[src/rtl/root_port_command_gating_defines.svh]
// Register map, field positions and reset values of the root port command gating block
`ifndef ROOT_PORT_COMMAND_GATING_DEFINES_SVH
`define ROOT_PORT_COMMAND_GATING_DEFINES_SVH

`define OFS_PORT_COMMAND   8'h04
`define OFS_IO_BASE        8'h18
`define OFS_IO_LIMIT       8'h1C
`define OFS_MEM_BASE       8'h20
`define OFS_MEM_LIMIT      8'h24
`define OFS_PF_BASE        8'h28
`define OFS_PF_LIMIT       8'h2C
`define OFS_PF_BASE_UP     8'h30
`define OFS_PF_LIMIT_UP    8'h34
`define OFS_BRIDGE_CTRL    8'h3C
`define OFS_PORT_STATUS    8'h40

`define CMD_IO_BIT         0
`define CMD_MEM_BIT        1
`define CMD_MASTER_BIT     2
`define CMD_SERR_BIT       8
`define BCTL_SERR_BIT      1
`define STS_CPU_RUN_BIT    0
`define STS_REJECT_BIT     1

`define CMD_RESET          16'h0000
`define CMD_WRITE_MASK     16'h0107
`define CMD_BRIDGE_MASK    16'h0003
`define WIN_BASE_RESET     32'hFFFFFFFF
`define WIN_LIMIT_RESET    32'h00000000

`endif

[src/rtl/root_port_command_gating_pkg.sv]
// Types shared by the root port command gating block
package root_port_command_gating_pkg;

  typedef enum logic [1:0] {KIND_MEM, KIND_IO, KIND_MSI, KIND_CFG} inbound_kind_type;
  typedef enum logic [1:0] {ERR_COR, ERR_NONFATAL, ERR_FATAL} err_class_type;

  typedef struct packed {
    logic             valid;
    inbound_kind_type kind;
  } inbound_req_type;

  typedef struct packed {
    logic valid;
    logic complete;
    logic unsupported;
  } inbound_verdict_type;

  typedef struct packed {
    logic        valid;
    logic        is_io;
    logic        self_hit;
    logic [63:0] addr;
  } primary_req_type;

  typedef struct packed {
    logic valid;
    logic claim;
  } primary_claim_type;

  typedef struct packed {
    logic          valid;
    err_class_type err_class;
  } err_msg_type;

  typedef struct packed {
    logic [15:0]         cmd;
    logic                bctl_serr;
    logic [31:0]         io_base;
    logic [31:0]         io_limit;
    logic [31:0]         mem_base;
    logic [31:0]         mem_limit;
    logic [31:0]         pf_base;
    logic [31:0]         pf_limit;
    logic [31:0]         pf_base_up;
    logic [31:0]         pf_limit_up;
    logic                run_s1;
    logic                run_s2;
    logic                reject_sticky;
    logic                ack;
    logic [31:0]         rdata;
    inbound_verdict_type verdict;
    primary_claim_type   claim;
    err_msg_type         fwd;
  } gating_state_type;

endpackage

[src/rtl/root_port_command_gating.sv]
// Command register gating of a root port seen as a virtual bridge
`timescale 1ns/1ps
`default_nettype none
`include "root_port_command_gating_defines.svh"

module root_port_command_gating #(
  parameter int unsigned PORT_INDEX = 1
) (
  input  wire logic                                      core_clk,
  input  wire logic                                      rst_n,
  input  wire logic [7:0]                                avs_address,
  input  wire logic                                      avs_read,
  input  wire logic                                      avs_write,
  input  wire logic [31:0]                               avs_writedata,
  input  wire logic [3:0]                                avs_byteenable,
  output logic [31:0]                                    avs_readdata,
  output logic                                           avs_waitrequest,
  input  wire logic                                      processor_reset_n,
  input  wire root_port_command_gating_pkg::inbound_req_type     inbound_req,
  output root_port_command_gating_pkg::inbound_verdict_type      inbound_verdict,
  input  wire root_port_command_gating_pkg::primary_req_type     primary_req,
  output root_port_command_gating_pkg::primary_claim_type        primary_claim,
  input  wire root_port_command_gating_pkg::err_msg_type         link_err,
  output root_port_command_gating_pkg::err_msg_type              err_forward
);
  import root_port_command_gating_pkg::*;

  localparam logic IS_BRIDGE = (PORT_INDEX != 0);

  gating_state_type st_ff;
  gating_state_type nxt_st;

  logic inbound_master_allow;
  logic memory_window_allow;
  logic io_window_allow;
  logic system_error_allow;
  logic bridge_error_forward_allow;
  logic mem_hit;
  logic io_hit;
  logic filtered_kind;
  logic bus_cmd_write;

  // ---------------------------------------------------------------
  // Helpers
  // ---------------------------------------------------------------
  function automatic logic in_window(input logic [63:0] a, input logic [63:0] base, input logic [63:0] lim);
    return (a >= base) && (a <= lim);
  endfunction

  function automatic logic [31:0] merge_be(input logic [31:0] old, input logic [31:0] wd, input logic [3:0] be);
    logic [31:0] r;
    r = old;
    for (int i = 0; i < 4; i++) begin
      if (be[i]) begin
        r[i*8 +: 8] = wd[i*8 +: 8];
      end
    end
    return r;
  endfunction

  // ---------------------------------------------------------------
  // Decoded controls
  // ---------------------------------------------------------------
  assign inbound_master_allow       = st_ff.cmd[`CMD_MASTER_BIT];
  assign memory_window_allow        = IS_BRIDGE && st_ff.cmd[`CMD_MEM_BIT];
  assign io_window_allow            = IS_BRIDGE && st_ff.cmd[`CMD_IO_BIT];
  assign system_error_allow         = st_ff.cmd[`CMD_SERR_BIT];
  assign bridge_error_forward_allow = st_ff.bctl_serr;

  assign mem_hit = in_window(primary_req.addr, {32'h00000000, st_ff.mem_base}, {32'h00000000, st_ff.mem_limit})
                || in_window(primary_req.addr, {st_ff.pf_base_up, st_ff.pf_base}, {st_ff.pf_limit_up, st_ff.pf_limit});
  assign io_hit  = in_window(primary_req.addr, {32'h00000000, st_ff.io_base}, {32'h00000000, st_ff.io_limit});

  assign filtered_kind = (inbound_req.kind != KIND_CFG);
  assign bus_cmd_write = st_ff.ack && avs_write && (avs_address == `OFS_PORT_COMMAND);

  // ---------------------------------------------------------------
  // Next state
  // ---------------------------------------------------------------
  always_comb begin
    logic [31:0] rd_val;
    logic [31:0] cmd_merged;
    rd_val = 32'h00000000;
    cmd_merged = merge_be({16'h0000, st_ff.cmd}, avs_writedata, avs_byteenable);
    nxt_st = st_ff;

    // One wait state: request seen, then answered on the next edge
    nxt_st.ack = (avs_read || avs_write) && !st_ff.ack;
    unique case (avs_address)
      `OFS_PORT_COMMAND: rd_val = {16'h0000, st_ff.cmd};
      `OFS_IO_BASE:      rd_val = st_ff.io_base;
      `OFS_IO_LIMIT:     rd_val = st_ff.io_limit;
      `OFS_MEM_BASE:     rd_val = st_ff.mem_base;
      `OFS_MEM_LIMIT:    rd_val = st_ff.mem_limit;
      `OFS_PF_BASE:      rd_val = st_ff.pf_base;
      `OFS_PF_LIMIT:     rd_val = st_ff.pf_limit;
      `OFS_PF_BASE_UP:   rd_val = st_ff.pf_base_up;
      `OFS_PF_LIMIT_UP:  rd_val = st_ff.pf_limit_up;
      `OFS_BRIDGE_CTRL:  rd_val[`BCTL_SERR_BIT] = st_ff.bctl_serr;
      `OFS_PORT_STATUS: begin
        rd_val[`STS_CPU_RUN_BIT] = st_ff.run_s2;
        rd_val[`STS_REJECT_BIT]  = st_ff.reject_sticky;
      end
      default:           rd_val = 32'h00000000;
    endcase
    if (avs_read && !st_ff.ack) begin
      nxt_st.rdata = rd_val;
    end

    if (st_ff.ack && avs_write) begin
      unique case (avs_address)
        `OFS_PORT_COMMAND: begin
          nxt_st.cmd = cmd_merged[15:0] & `CMD_WRITE_MASK;
          if (!IS_BRIDGE) begin
            nxt_st.cmd = nxt_st.cmd & ~`CMD_BRIDGE_MASK;
          end
        end
        `OFS_IO_BASE:     nxt_st.io_base     = merge_be(st_ff.io_base, avs_writedata, avs_byteenable);
        `OFS_IO_LIMIT:    nxt_st.io_limit    = merge_be(st_ff.io_limit, avs_writedata, avs_byteenable);
        `OFS_MEM_BASE:    nxt_st.mem_base    = merge_be(st_ff.mem_base, avs_writedata, avs_byteenable);
        `OFS_MEM_LIMIT:   nxt_st.mem_limit   = merge_be(st_ff.mem_limit, avs_writedata, avs_byteenable);
        `OFS_PF_BASE:     nxt_st.pf_base     = merge_be(st_ff.pf_base, avs_writedata, avs_byteenable);
        `OFS_PF_LIMIT:    nxt_st.pf_limit    = merge_be(st_ff.pf_limit, avs_writedata, avs_byteenable);
        `OFS_PF_BASE_UP:  nxt_st.pf_base_up  = merge_be(st_ff.pf_base_up, avs_writedata, avs_byteenable);
        `OFS_PF_LIMIT_UP: nxt_st.pf_limit_up = merge_be(st_ff.pf_limit_up, avs_writedata, avs_byteenable);
        `OFS_BRIDGE_CTRL: begin
          if (avs_byteenable[0]) begin
            nxt_st.bctl_serr = avs_writedata[`BCTL_SERR_BIT];
          end
        end
        `OFS_PORT_STATUS: begin
          if (avs_byteenable[0] && avs_writedata[`STS_REJECT_BIT]) begin
            nxt_st.reject_sticky = 1'b0;
          end
        end
        default: ;
      endcase
    end

    // Processor reset pin, two flops before use
    nxt_st.run_s1 = processor_reset_n;
    nxt_st.run_s2 = st_ff.run_s1;

    // Inbound filtering: configuration passes, the rest needs master enable
    nxt_st.verdict.valid       = inbound_req.valid;
    nxt_st.verdict.unsupported = inbound_req.valid && filtered_kind && !inbound_master_allow;
    nxt_st.verdict.complete    = inbound_req.valid && !(filtered_kind && !inbound_master_allow);
    if (inbound_req.valid && filtered_kind && !inbound_master_allow) begin
      nxt_st.reject_sticky = 1'b1;
    end

    // Positive decode on the primary side
    nxt_st.claim.valid = primary_req.valid;
    if (primary_req.is_io) begin
      nxt_st.claim.claim = primary_req.valid && io_window_allow && io_hit;
    end else begin
      nxt_st.claim.claim = primary_req.valid && memory_window_allow
                        && (mem_hit || primary_req.self_hit);
    end

    // Error message forwarding
    nxt_st.fwd.valid = link_err.valid && bridge_error_forward_allow
                    && ((link_err.err_class == ERR_COR) || system_error_allow);
    nxt_st.fwd.err_class = link_err.err_class;
  end

  always_ff @(posedge core_clk or negedge rst_n) begin
    if (!rst_n) begin
      st_ff             <= '0;
      st_ff.cmd         <= `CMD_RESET;
      st_ff.io_base     <= `WIN_BASE_RESET;
      st_ff.io_limit    <= `WIN_LIMIT_RESET;
      st_ff.mem_base    <= `WIN_BASE_RESET;
      st_ff.mem_limit   <= `WIN_LIMIT_RESET;
      st_ff.pf_base     <= `WIN_BASE_RESET;
      st_ff.pf_limit    <= `WIN_LIMIT_RESET;
      st_ff.pf_base_up  <= `WIN_BASE_RESET;
      st_ff.pf_limit_up <= `WIN_LIMIT_RESET;
    end else begin
      st_ff <= nxt_st;
    end
  end

  // ---------------------------------------------------------------
  // Outputs
  // ---------------------------------------------------------------
  assign avs_readdata    = st_ff.rdata;
  assign avs_waitrequest = (avs_read || avs_write) && !st_ff.ack;
  assign inbound_verdict = st_ff.verdict;
  assign primary_claim   = st_ff.claim;
  assign err_forward     = st_ff.fwd;
endmodule
`default_nettype wire

[config.mk]
export PLATFORM = sky130hd
export DESIGN_NAME = root_port_command_gating
export DESIGN_NICKNAME = d
export VERILOG_FILES = /design/src/rtl/root_port_command_gating_pkg.sv /design/src/rtl/root_port_command_gating.sv
export VERILOG_INCLUDE_DIRS = /design/src /design/src/rtl
export SDC_FILE = /design/constraint.sdc
export NUM_CORES = 1
export LEC_CHECK = 0
export BUFFER_PORTS_ARGS = -buffer_cell sky130_fd_sc_hd__buf_2
export CAP_MARGIN = 10
export CORE_ASPECT_RATIO = 0.8
export CORE_MARGIN = 4
export CORE_UTILIZATION = 40
export CTS_CLUSTER_DIAMETER = 100
export DETAILED_ROUTE_END_ITERATION = 8
export GPL_TIMING_DRIVEN = 0
export PLACE_DENSITY = 0.54
export SYNTH_ARGS = -nofsm -noshare
export SYNTH_HDL_FRONTEND = slang
export SYNTH_SLANG_ARGS = --single-unit
export TNS_END_PERCENT = 20
[constraint.sdc]
create_clock -name core_clk -period 3.1 [get_ports core_clk]
set_clock_uncertainty 0.05 [all_clocks]
set_input_delay 0.31 -clock core_clk [delete_from_list [all_inputs] [get_ports core_clk]]
set_output_delay 0.31 -clock core_clk [all_outputs]
set_load 0.02 [all_outputs]
==> flow_summary.json, run 1 <==
{
  "totalWireLength_mm": 71.2,
  "ys.flop_type": "dfrtp_1",
  "die_w_um": 256,
  "cts.sinks": 305,
  "p_per_area_nw_per_um2": 424,
  "nFillCells": 4492,
  "drc_errors": 0,
  "dp_slack_ns": -0.289,
  "antenna_left": 0,
  "reg2reg_from": "st_ff[140]$_DFFE_PN1P_",
  "start_util": 0.406,
  "coreArea_um2": 48600,
  "status": "completed",
  "worst_slew_pin_slew_ns": 1.15,
  "numCtsBuffers": 37,
  "grt_pass1_vias": 15500,
  "hold-path-cell-count": 2,
  "ys_seq_area_frac": 0.396,
  "die_y_um": 206,
  "hold_violations": 0,
  "dieArea_um2": 52900,
  "rsz0062_at_grt": "false",
  "final_nets": 2410,
  "slew_headroom": 0.232,
  "drive_above_1_share": 0.349,
  "hold_path_class": "in -> reg",
  "vias": 15600,
  "layout_common_cells": "inv_1, ha_1, mux2_2, dfrtp_1, buf_2",
  "cpPeakStageDelay_ns": 0.55,
  "ys_warn_count": 0,
  "worstHoldStart": "avs_writedata[4]",
  "clock.fmax_mhz": 334,
  "gp_congestion": 0.943,
  "fin_ws_ns": 0.108,
  "io_buffers": 161,
  "cts_root_buf": "clkbuf_16",
  "synth_cell_type_count": 65,
  "fin_crit_sh": 0.965,
  "antenna_found_initial": 7,
  "worstPathCellList": "ha_1 -> nand2b_1 -> a2111oi_1 -> o31ai_1 -> a31oi_2 -> o221a_2 -> a211oi_1 -> o21ai_0 -> o211ai_1",
  "areaGrowthSynthToFinish_pct": 15.4,
  "worst_path_dominant_cell_family": "compound AO/OA/AOI/OAI gates",
  "grt.overflow.total": 0,
  "critPathLaunchType": "register",
  "slew_viol_final": 0,
  "worstReg2RegEnd": "primary_claim[0]$_DFF_PN0_",
  "track_usage": 0.265,
  "dpl.hpwl_mm": 53.4,
  "r2r_slack_ns": 0.11,
  "cts_tree": "yes",
  "insertion_delay_ns": 0.56,
  "rows": 72,
  "vdd_drop_max_v": 0.000377,
  "max-cap-violations": 0,
  "wire_per_inst_um": 26.5,
  "critical_path_buf_inv_count": 0,
  "endpoint_kind": "register",
  "via_per_inst": 5.80,
  "crit_slowest_cell": "dfstp_2",
  "netlist_instances": 1818,
  "period_needed_ns": 2.99,
  "io_pins": 163,
  "synth_fp_nets": 2196,
  "grt_pass1_wl_mm": 103,
  "synth-edff-count": 0,
  "ys_ff_latch": 305,
  "async_reset_ff_frac": 1.00,
  "drt-initial-drc-count": 1433,
  "grt_max_degree": 119,
  "r2r_cells": 9,
  "setup_viol_count_final": 0,
  "final_core_util": 0.468,
  "worstPathMaxFanout": 3,
  "critPathArrivalTime_ns": 3.34,
  "hold_end": "st_ff[240]$_DFFE_PN0P_",
  "dr.pass1.iters": 5,
  "syn_avg_cell_area_um2": 10.8,
  "crit_type": "reg -> reg",
  "clk_path_buf_depth": 3,
  "syn_area_um2": 19700,
  "required_ns": 3.45,
  "path_clk_slew_ns": 0.06,
  "leakagePower_nw": 10.2,
  "htreeDepth": 2
}
-- logic make-up after synthesis --
logic type      count (synthesis)  share of synthesized area
compound gates                404                      0.144
fa+ha+maj                     256                      0.163
buf+inv                       333                     0.0743
flops                         305                      0.396
mux                           261                      0.149
simple gates                  259                     0.0746
-- power breakdown --
group / internal, mW / switching [mW]
registers: 4.07 / 0.0518
clock network: 2.64 / 1.84
logic: 0.373 / 0.663
total: 7.08 / 2.56
-- state kept, by name, summed over array words and instances (netlist names) --
| register | cells |
|---|---|
| inbound_master_allow | 1 |
| io_window_allow | 1 |
| memory_window_allow | 1 |
| st_ff | 260 |
| primary_claim | 2 |
| inbound_verdict | 3 |
| err_forward | 3 |
| nxt_st | 1 |
| avs_readdata | 32 |
| bridge_error_forward_allow | 1 |
-- repair_timing --
action	4_1_cts	5_1_grt
hold endpoints to repair	60	0
hold buffers	11	0
gates resized for setup	3	2
endpoints found under the setup margin	1	1
buffers inserted	0	0
cloned	0	0
-- layer usage --
layer / vias up / part of all wire / global-route usage
met5: - / 0.00097 / 0
met4: 10 / 0.032 / 0.0842
met3: 144 / 0.089 / 0.0775
met2: 571 / 0.41 / 0.386
met1: 7838 / 0.47 / 0.380
li1: 7058 / - / -
-- area by class of cell --
class | count | area, µm² | area share
antenna | 1 | 2.50 | 0.000110
buffer | 77 | 503 | 0.0221
clock buffer | 51 | 1090 | 0.0480
clock inverter | 17 | 154 | 0.00677
inverter | 256 | 961 | 0.0423
multi-input combinational | 1180 | 10500 | 0.460
sequential | 305 | 7790 | 0.343
tap | 629 | 787 | 0.0346
timing repair buffer | 175 | 986 | 0.0434
-- worst register-to-register path, stage by stage, from the launching register on --
cell,delay (ns)
dfstp_2,0.55
ha_1,0.22
nand2b_1,0.14
a2111oi_1,0.51
o31ai_1,0.29
a31oi_2,0.44
o221a_2,0.27
a211oi_1,0.06
o21ai_0,0.15
o211ai_1,0.17
-- worst max path at each step --
stage                                       from                      endpoint  slack, ns  cells after the start
after floorplan           st_ff[217]$_DFFE_PN1P_    primary_claim[0]$_DFF_PN0_       0.83                      9
after global placement                     rst_n  avs_readdata[20]$_DFFE_PN0P_      -4.39                      1
after detailed placement          primary_req[0]    primary_claim[0]$_DFF_PN0_      -0.29                     11
after CTS                 st_ff[217]$_DFFE_PN1P_    primary_claim[0]$_DFF_PN0_       0.04                      9
after global routing      st_ff[142]$_DFFE_PN1P_    primary_claim[0]$_DFF_PN0_       0.02                     10
final                     st_ff[140]$_DFFE_PN1P_    primary_claim[0]$_DFF_PN0_       0.11                      9
-- metrics by stage --
step / total power [mW] / std cells / instance area [µm²] / hold WS, ns / setup TNS (ns)
finish: 9.64 / 2691 / 22700 / 0.0340 / 0
global route: 9.99 / 2691 / 22700 / 0.0506 / 0
CTS: 9.70 / 2690 / 22700 / 0.0233 / 0
detailed placement: 5.19 / 2611 / 21400 / 0.291 / -0.289
global placement: 5.15 / 2608 / 21300 / 0.291 / -1062.25
floorplan: 4.65 / 1818 / 19700 / -0.0356 / 0
-- Yosys cell counts (20+ instances only) --
cell type / n / area share
nand3_1: 23 / 0.0058
a21o_1: 62 / 0.024
a22oi_1: 125 / 0.048
o21ai_0: 37 / 0.0094
nand2_2: 20 / 0.0064
nand4_1: 43 / 0.014
nor2_1: 37 / 0.0071
ha_1: 256 / 0.16
a41oi_1: 29 / 0.013
a21oi_1: 85 / 0.022
dfstp_2: 128 / 0.17
nand2_1: 57 / 0.011
dfrtp_1: 177 / 0.22
mux2_2: 255 / 0.15
buf_4: 50 / 0.019
inv_1: 256 / 0.049
Power figures use the tool's default switching activity.
==> run 2: changes to the inputs <==
- PLACE_DENSITY: 0.54 -> default
==> run 2 against run 1 <==
  * Die area unchanged
  * Critical path type unchanged
  * Critical path depth increased by 1
  * Utilization is 0.16 points lower
  * Worst setup slack gained 0.036 ns
  * Wire length decreased by 1.6%
  * Sequential cell count stayed put
  * Sequential share of layout area up 0.12 points
  * Non-clock buffer count fell by 3
==> flow_summary.json, run 2 (synthesized netlist as in run 1, its figures left out) <==
{
  "cts_tree": "yes",
  "reg2reg_from": "st_ff[81]$_DFFE_PN1P_",
  "io_pins": 163,
  "clock.fmax_mhz": 338,
  "grt_pass1_vias": 15900,
  "dieArea_um2": 52900,
  "required_ns": 3.43,
  "die_y_um": 206,
  "slew_viol_final": 0,
  "finalSetupTns_ns": 0,
  "cts_setup_buffers": 0,
  "period_needed_ns": 2.96,
  "cts.sinks": 305,
  "hold_path_class": "in -> reg",
  "placedCellCount": 2610,
  "critical_path.endpoint": "primary_claim[0]$_DFF_PN0_",
  "grt.overflow.total": 0,
  "fin_crit_sh": 0.954,
  "antenna_left": 0,
  "final_core_util": 0.467,
  "status": "completed",
  "r2r_cells": 10,
  "vdd_drop_max_v": 0.000366,
  "dpl.hpwl_mm": 52.6,
  "power_frac_seq": 0.433,
  "switching_power_mw": 2.43,
  "dr.pass1.iters": 5,
  "areaGrowthSynthToFinish_pct": 15.0,
  "r2r_slack_ns": 0.14,
  "path_clk_slew_ns": 0.07,
  "crit_type": "reg -> reg",
  "layout_common_cells": "inv_1, ha_1, mux2_2, dfrtp_1, buf_2",
  "worst_slew_pin_slew_ns": 1.13,
  "max-cap-violations": 0,
  "grt_max_degree": 116,
  "clk_path_buf_depth": 3,
  "endpoint_kind": "register",
  "p_int_mw": 7.06,
  "htreeDepth": 2,
  "coreArea_um2": 48600,
  "vias": 15800,
  "die_w_um": 256,
  "rsz0062_at_grt": "false",
  "totalWireLength_mm": 70.1,
  "drive_above_1_share": 0.344,
  "gp_congestion": 0.927,
  "final_cells": 2683,
  "start_util": 0.406,
  "numCtsBuffers": 34,
  "io_buffers": 161,
  "final_nets": 2404,
  "grt_pass1_wl_mm": 103,
  "insertion_delay_ns": 0.54,
  "rows": 72,
  "drt-initial-drc-count": 1584,
  "leakagePower_nw": 10.2,
  "largest_reg_flops": 260,
  "slew_headroom": 0.244,
  "wire_per_inst_um": 26.1,
  "pwr-share-clk": 0.457,
  "p_per_area_nw_per_um2": 419,
  "via_per_inst": 5.90,
  "hold-path-cell-count": 3,
  "antenna_found_initial": 0,
  "critPathArrivalTime_ns": 3.29,
  "track_usage": 0.260,
  "hold_violations": 0,
  "cts_root_buf": "clkbuf_16",
  "drc_errors": 0,
  "worstReg2RegEnd": "primary_claim[0]$_DFF_PN0_",
  "swShare": 0.256,
  "p_comb_frac": 0.109,
  "setup_viol_count_final": 0,
  "critPathLaunchType": "register",
  "top_register": "st_ff",
  "crit_path_start": "st_ff[81]$_DFFE_PN1P_",
  "worstPathMaxFanout": 3
}
==> run 2: per-layer routing <==
layer  vias up  track usage  routed length, µm
li1       7038            -                  -
met1      7968        0.364              31200
met2       702        0.397              30200
met3       116       0.0715               6840
met4         0       0.0693               1890
met5         -            0                  0
==> run 2: repair_timing <==
item | 4_1_cts | 5_1_grt
gates cloned | 0 | 0
hold buffers | 9 | 0
gates resized for setup | 3 | 3
endpoints found under the setup margin | 1 | 1
pin swaps | 0 | 0
endpoints found under the hold margin | 57 | 0
==> run 2: final cells by class <==
cell class              instances  area [µm²]
repair buffers                172         961
fillers                      4561       25900
diodes                          2        5.00
plain buffers                  77         503
clock inverters                 6         109
well taps                     629         787
inverters                     256         961
clock buffers                  56        1080
multi-input cells            1180       10500
flip-flops and latches        305        7790
==> run 2: worst min path at each step <==
stage | startpoint | endpoint | slack (ns)
after floorplan | rst_n | avs_readdata[0]$_DFFE_PN0P_ | -0.04
after global placement | nxt_st[42]$_DFF_PN0_ | st_ff[42]$_DFF_PN0_ | 0.29
after detailed placement | nxt_st[42]$_DFF_PN0_ | st_ff[42]$_DFF_PN0_ | 0.29
after CTS | avs_read | st_ff[40]$_DFF_PN0_ | 0.005
after global routing | avs_read | st_ff[40]$_DFF_PN0_ | 0.02
final | avs_read | st_ff[40]$_DFF_PN0_ | 0.01
==> run 2: through the flow <==
step                      hold WS (ns)  worst slack, ns  cell area [µm²]  power [mW]
after floorplan                -0.0356            0.835            19700        4.65
after global placement           0.288            -4.25            21300        5.14
after CTS                      0.00491           0.0604            22600        9.53
after detailed placement         0.289           -0.287            21400        5.19
final                           0.0133            0.144            22700        9.50
after global routing            0.0199           0.0255            22700        9.84
==> run 2: critical path, cell delays in order, from the launching register on <==
cell       delay [ns]
dfstp_2          0.56
inv_1            0.05
ha_1             0.28
a21o_1           0.18
nand3_1          0.09
a211oi_1         0.12
a2111oi_1        0.73
o221a_2          0.34
a211oi_1         0.07
o21ai_0          0.16
o211ai_1         0.17
==> run 2: power by group through the flow <==
| stage | clock, mW | combinational (mW) | sequential, mW |
|---|---|---|---|
| floorplan | 0 | 0.492 | 4.16 |
| global placement | 0 | 0.962 | 4.18 |
| detailed placement | 0 | 1.01 | 4.18 |
| CTS | 4.40 | 1.02 | 4.11 |
| global route | 4.57 | 1.15 | 4.12 |
| finish | 4.34 | 1.04 | 4.12 |
==> run 3: changes to the inputs <==
- HOLD_SLACK_MARGIN: default -> 0.15
==> run 3 against run 2 <==
  * Non-clock buffer count up 34
  * Wire length up 0.11%
  * Clock power about the same
  * Clock-buffer cell count unchanged
  * Total power up 0.24%
  * Worst hold slack improved by 0.17 ns
  * First-iteration DRC count down 6.4%
  * Sequential cell count unchanged
  * Die area stayed put
  * Via count about the same
  * Critical path type unchanged
==> flow_summary.json, run 3 (synthesized netlist as in run 1, its figures left out) <==
{
  "status": "completed",
  "wire_per_inst_um": 25.8,
  "rsz0062_at_grt": "false",
  "grt.overflow.total": 0,
  "reg2reg_from": "st_ff[81]$_DFFE_PN1P_",
  "critPathArrivalTime_ns": 3.36,
  "drt-initial-drc-count": 1483,
  "hold_violations": 0,
  "placedCellCount": 2610,
  "grt_pass1_vias": 16000,
  "rows": 72,
  "htreeDepth": 2,
  "drive_above_1_share": 0.338,
  "cts_tree": "yes",
  "insertion_delay_ns": 0.54,
  "start_util": 0.406,
  "crit_slowest_cell": "a2111oi_1",
  "critical_path_buf_inv_count": 1,
  "finalSetupTns_ns": 0,
  "largest_reg_flops": 260,
  "die_w_um": 256,
  "track_usage": 0.261,
  "areaGrowthSynthToFinish_pct": 16.7,
  "r2r_slack_ns": 0.08,
  "slew_viol_final": 0,
  "clk_path_buf_depth": 3,
  "vias": 15800,
  "path_clk_slew_ns": 0.07,
  "worst_slew_pin_slew_ns": 1.18,
  "via_per_inst": 5.83,
  "dr.pass1.iters": 5,
  "drc_errors": 0,
  "critPathLaunchType": "register",
  "antenna_left": 0,
  "vdd_drop_max_v": 0.000367,
  "crit_type": "reg -> reg",
  "final_nets": 2438,
  "numCtsBuffers": 34,
  "die_y_um": 206,
  "final_cells": 2715,
  "hold_path_class": "in -> reg",
  "period_needed_ns": 3.02,
  "antenna_found_initial": 0,
  "r2r_cells": 10,
  "clock.fmax_mhz": 331,
  "cts_root_buf": "clkbuf_16",
  "io_buffers": 161,
  "grt_max_degree": 116,
  "cpPeakStageDelay_ns": 0.78,
  "totalWireLength_mm": 70.2,
  "slew_headroom": 0.213,
  "gp_congestion": 0.927,
  "p_per_area_nw_per_um2": 414,
  "worst_path_dominant_cell_family": "compound AO/OA/AOI/OAI gates",
  "num_antenna_cells": 0,
  "layout_common_cells": "inv_1, ha_1, mux2_2, dfrtp_1, buf_2",
  "dpl.hpwl_mm": 52.6,
  "dieArea_um2": 52900,
  "hold_end": "st_ff[106]$_DFFE_PN1P_",
  "worst_path_most_repeated_cell": "a211oi_1",
  "coreArea_um2": 48600,
  "fin_crit_sh": 0.975,
  "grt_pass1_wl_mm": 103,
  "cts.sinks": 305,
  "cts_setup_buffers": 0,
  "io_pins": 163,
  "top_register": "st_ff",
  "endpoint_kind": "register",
  "required_ns": 3.43,
  "hold-path-cell-count": 2,
  "worstHoldStart": "avs_writedata[30]",
  "max-cap-violations": 0,
  "worstPathCellList": "inv_1 -> ha_1 -> a21o_1 -> nand3_1 -> a211oi_1 -> a2111oi_1 -> o221a_2 -> a211oi_1 -> o21ai_0 -> o211ai_1",
  "setup_viol_count_final": 0,
  "leakagePower_nw": 10.3,
  "worstReg2RegEnd": "primary_claim[0]$_DFF_PN0_",
  "worstPathMaxFanout": 3
}
-- run 3: cell count changes in the layout (fill, tap and decap cells not counted) --
| cell | previous run | this run |
|---|---|---|
| diode_2 | 2 | 0 |
| dlygate4sd3_1 | 9 | 43 |
-- run 3: cell type report --
cell class	instances	area [µm²]
multi-input cells	1180	10500
repair buffers	206	1300
clock inverters	6	109
flip-flops and latches	305	7790
plain buffers	77	503
inverters	256	961
well taps	629	787
fillers	4547	25600
clock buffers	56	1080
-- run 3: what timing repair did --
| action | in CTS | in global routing |
|---|---|---|
| endpoints found under the hold margin | 335 | 0 |
| endpoints found under the setup margin | 1 | 1 |
| resized for setup | 3 | 3 |
| hold buffers | 43 | 0 |
-- run 3: routing by layer --
metal,routed length (µm),up-vias,part of all wire,track usage
li1,-,7098,-,-
met1,31700,7951,0.45,0.366
met2,30100,651,0.43,0.397
met3,6460,115,0.092,0.0712
met4,1890,0,0.027,0.0723
met5,0,-,0,0
-- run 3: stage by stage --
stage / hold slack [ns] / power [mW] / worst slack [ns] / instance area [µm²] / util
floorplan: -0.0356 / 4.65 / 0.835 / 19700 / -
global placement: 0.288 / 5.14 / -4.25 / 21300 / 0.438
CTS: 0.175 / 9.57 / 0.0604 / 23000 / 0.473
finish: 0.181 / 9.52 / 0.0772 / 23000 / 0.474
global route: 0.164 / 9.88 / 0.0371 / 23000 / 0.474
detailed placement: 0.289 / 5.19 / -0.287 / 21400 / 0.440
-- run 3: how the worst max path moves through the flow --
stage               slack (ns)                          to  cells past startpoint              startpoint
floorplan                 0.83  primary_claim[0]$_DFF_PN0_                      9  st_ff[217]$_DFFE_PN1P_
global placement         -4.25      st_ff[121]$_DFFE_PN0P_                      1                   rst_n
detailed placement       -0.29  primary_claim[0]$_DFF_PN0_                     11          primary_req[0]
CTS                       0.06  primary_claim[0]$_DFF_PN0_                      9  st_ff[217]$_DFFE_PN1P_
global route              0.04  primary_claim[0]$_DFF_PN0_                     10  st_ff[201]$_DFFE_PN0P_
finish                    0.08  primary_claim[0]$_DFF_PN0_                     10   st_ff[81]$_DFFE_PN1P_
-- run 3: worst register-to-register path: stages, from the launching register on --
cell and delay (ns):
dfstp_2 0.56, inv_1 0.05, ha_1 0.28, a21o_1 0.18
nand3_1 0.09, a211oi_1 0.11, a2111oi_1 0.78, o221a_2 0.35
a211oi_1 0.07, o21ai_0 0.17, o211ai_1 0.17
-- run 3: report_power, final --
part           switching (mW)  leakage [nW]  internal (mW)
logic                   0.670          5.97          0.401
registers              0.0506          3.76           4.07
clock network            1.71         0.581           2.63
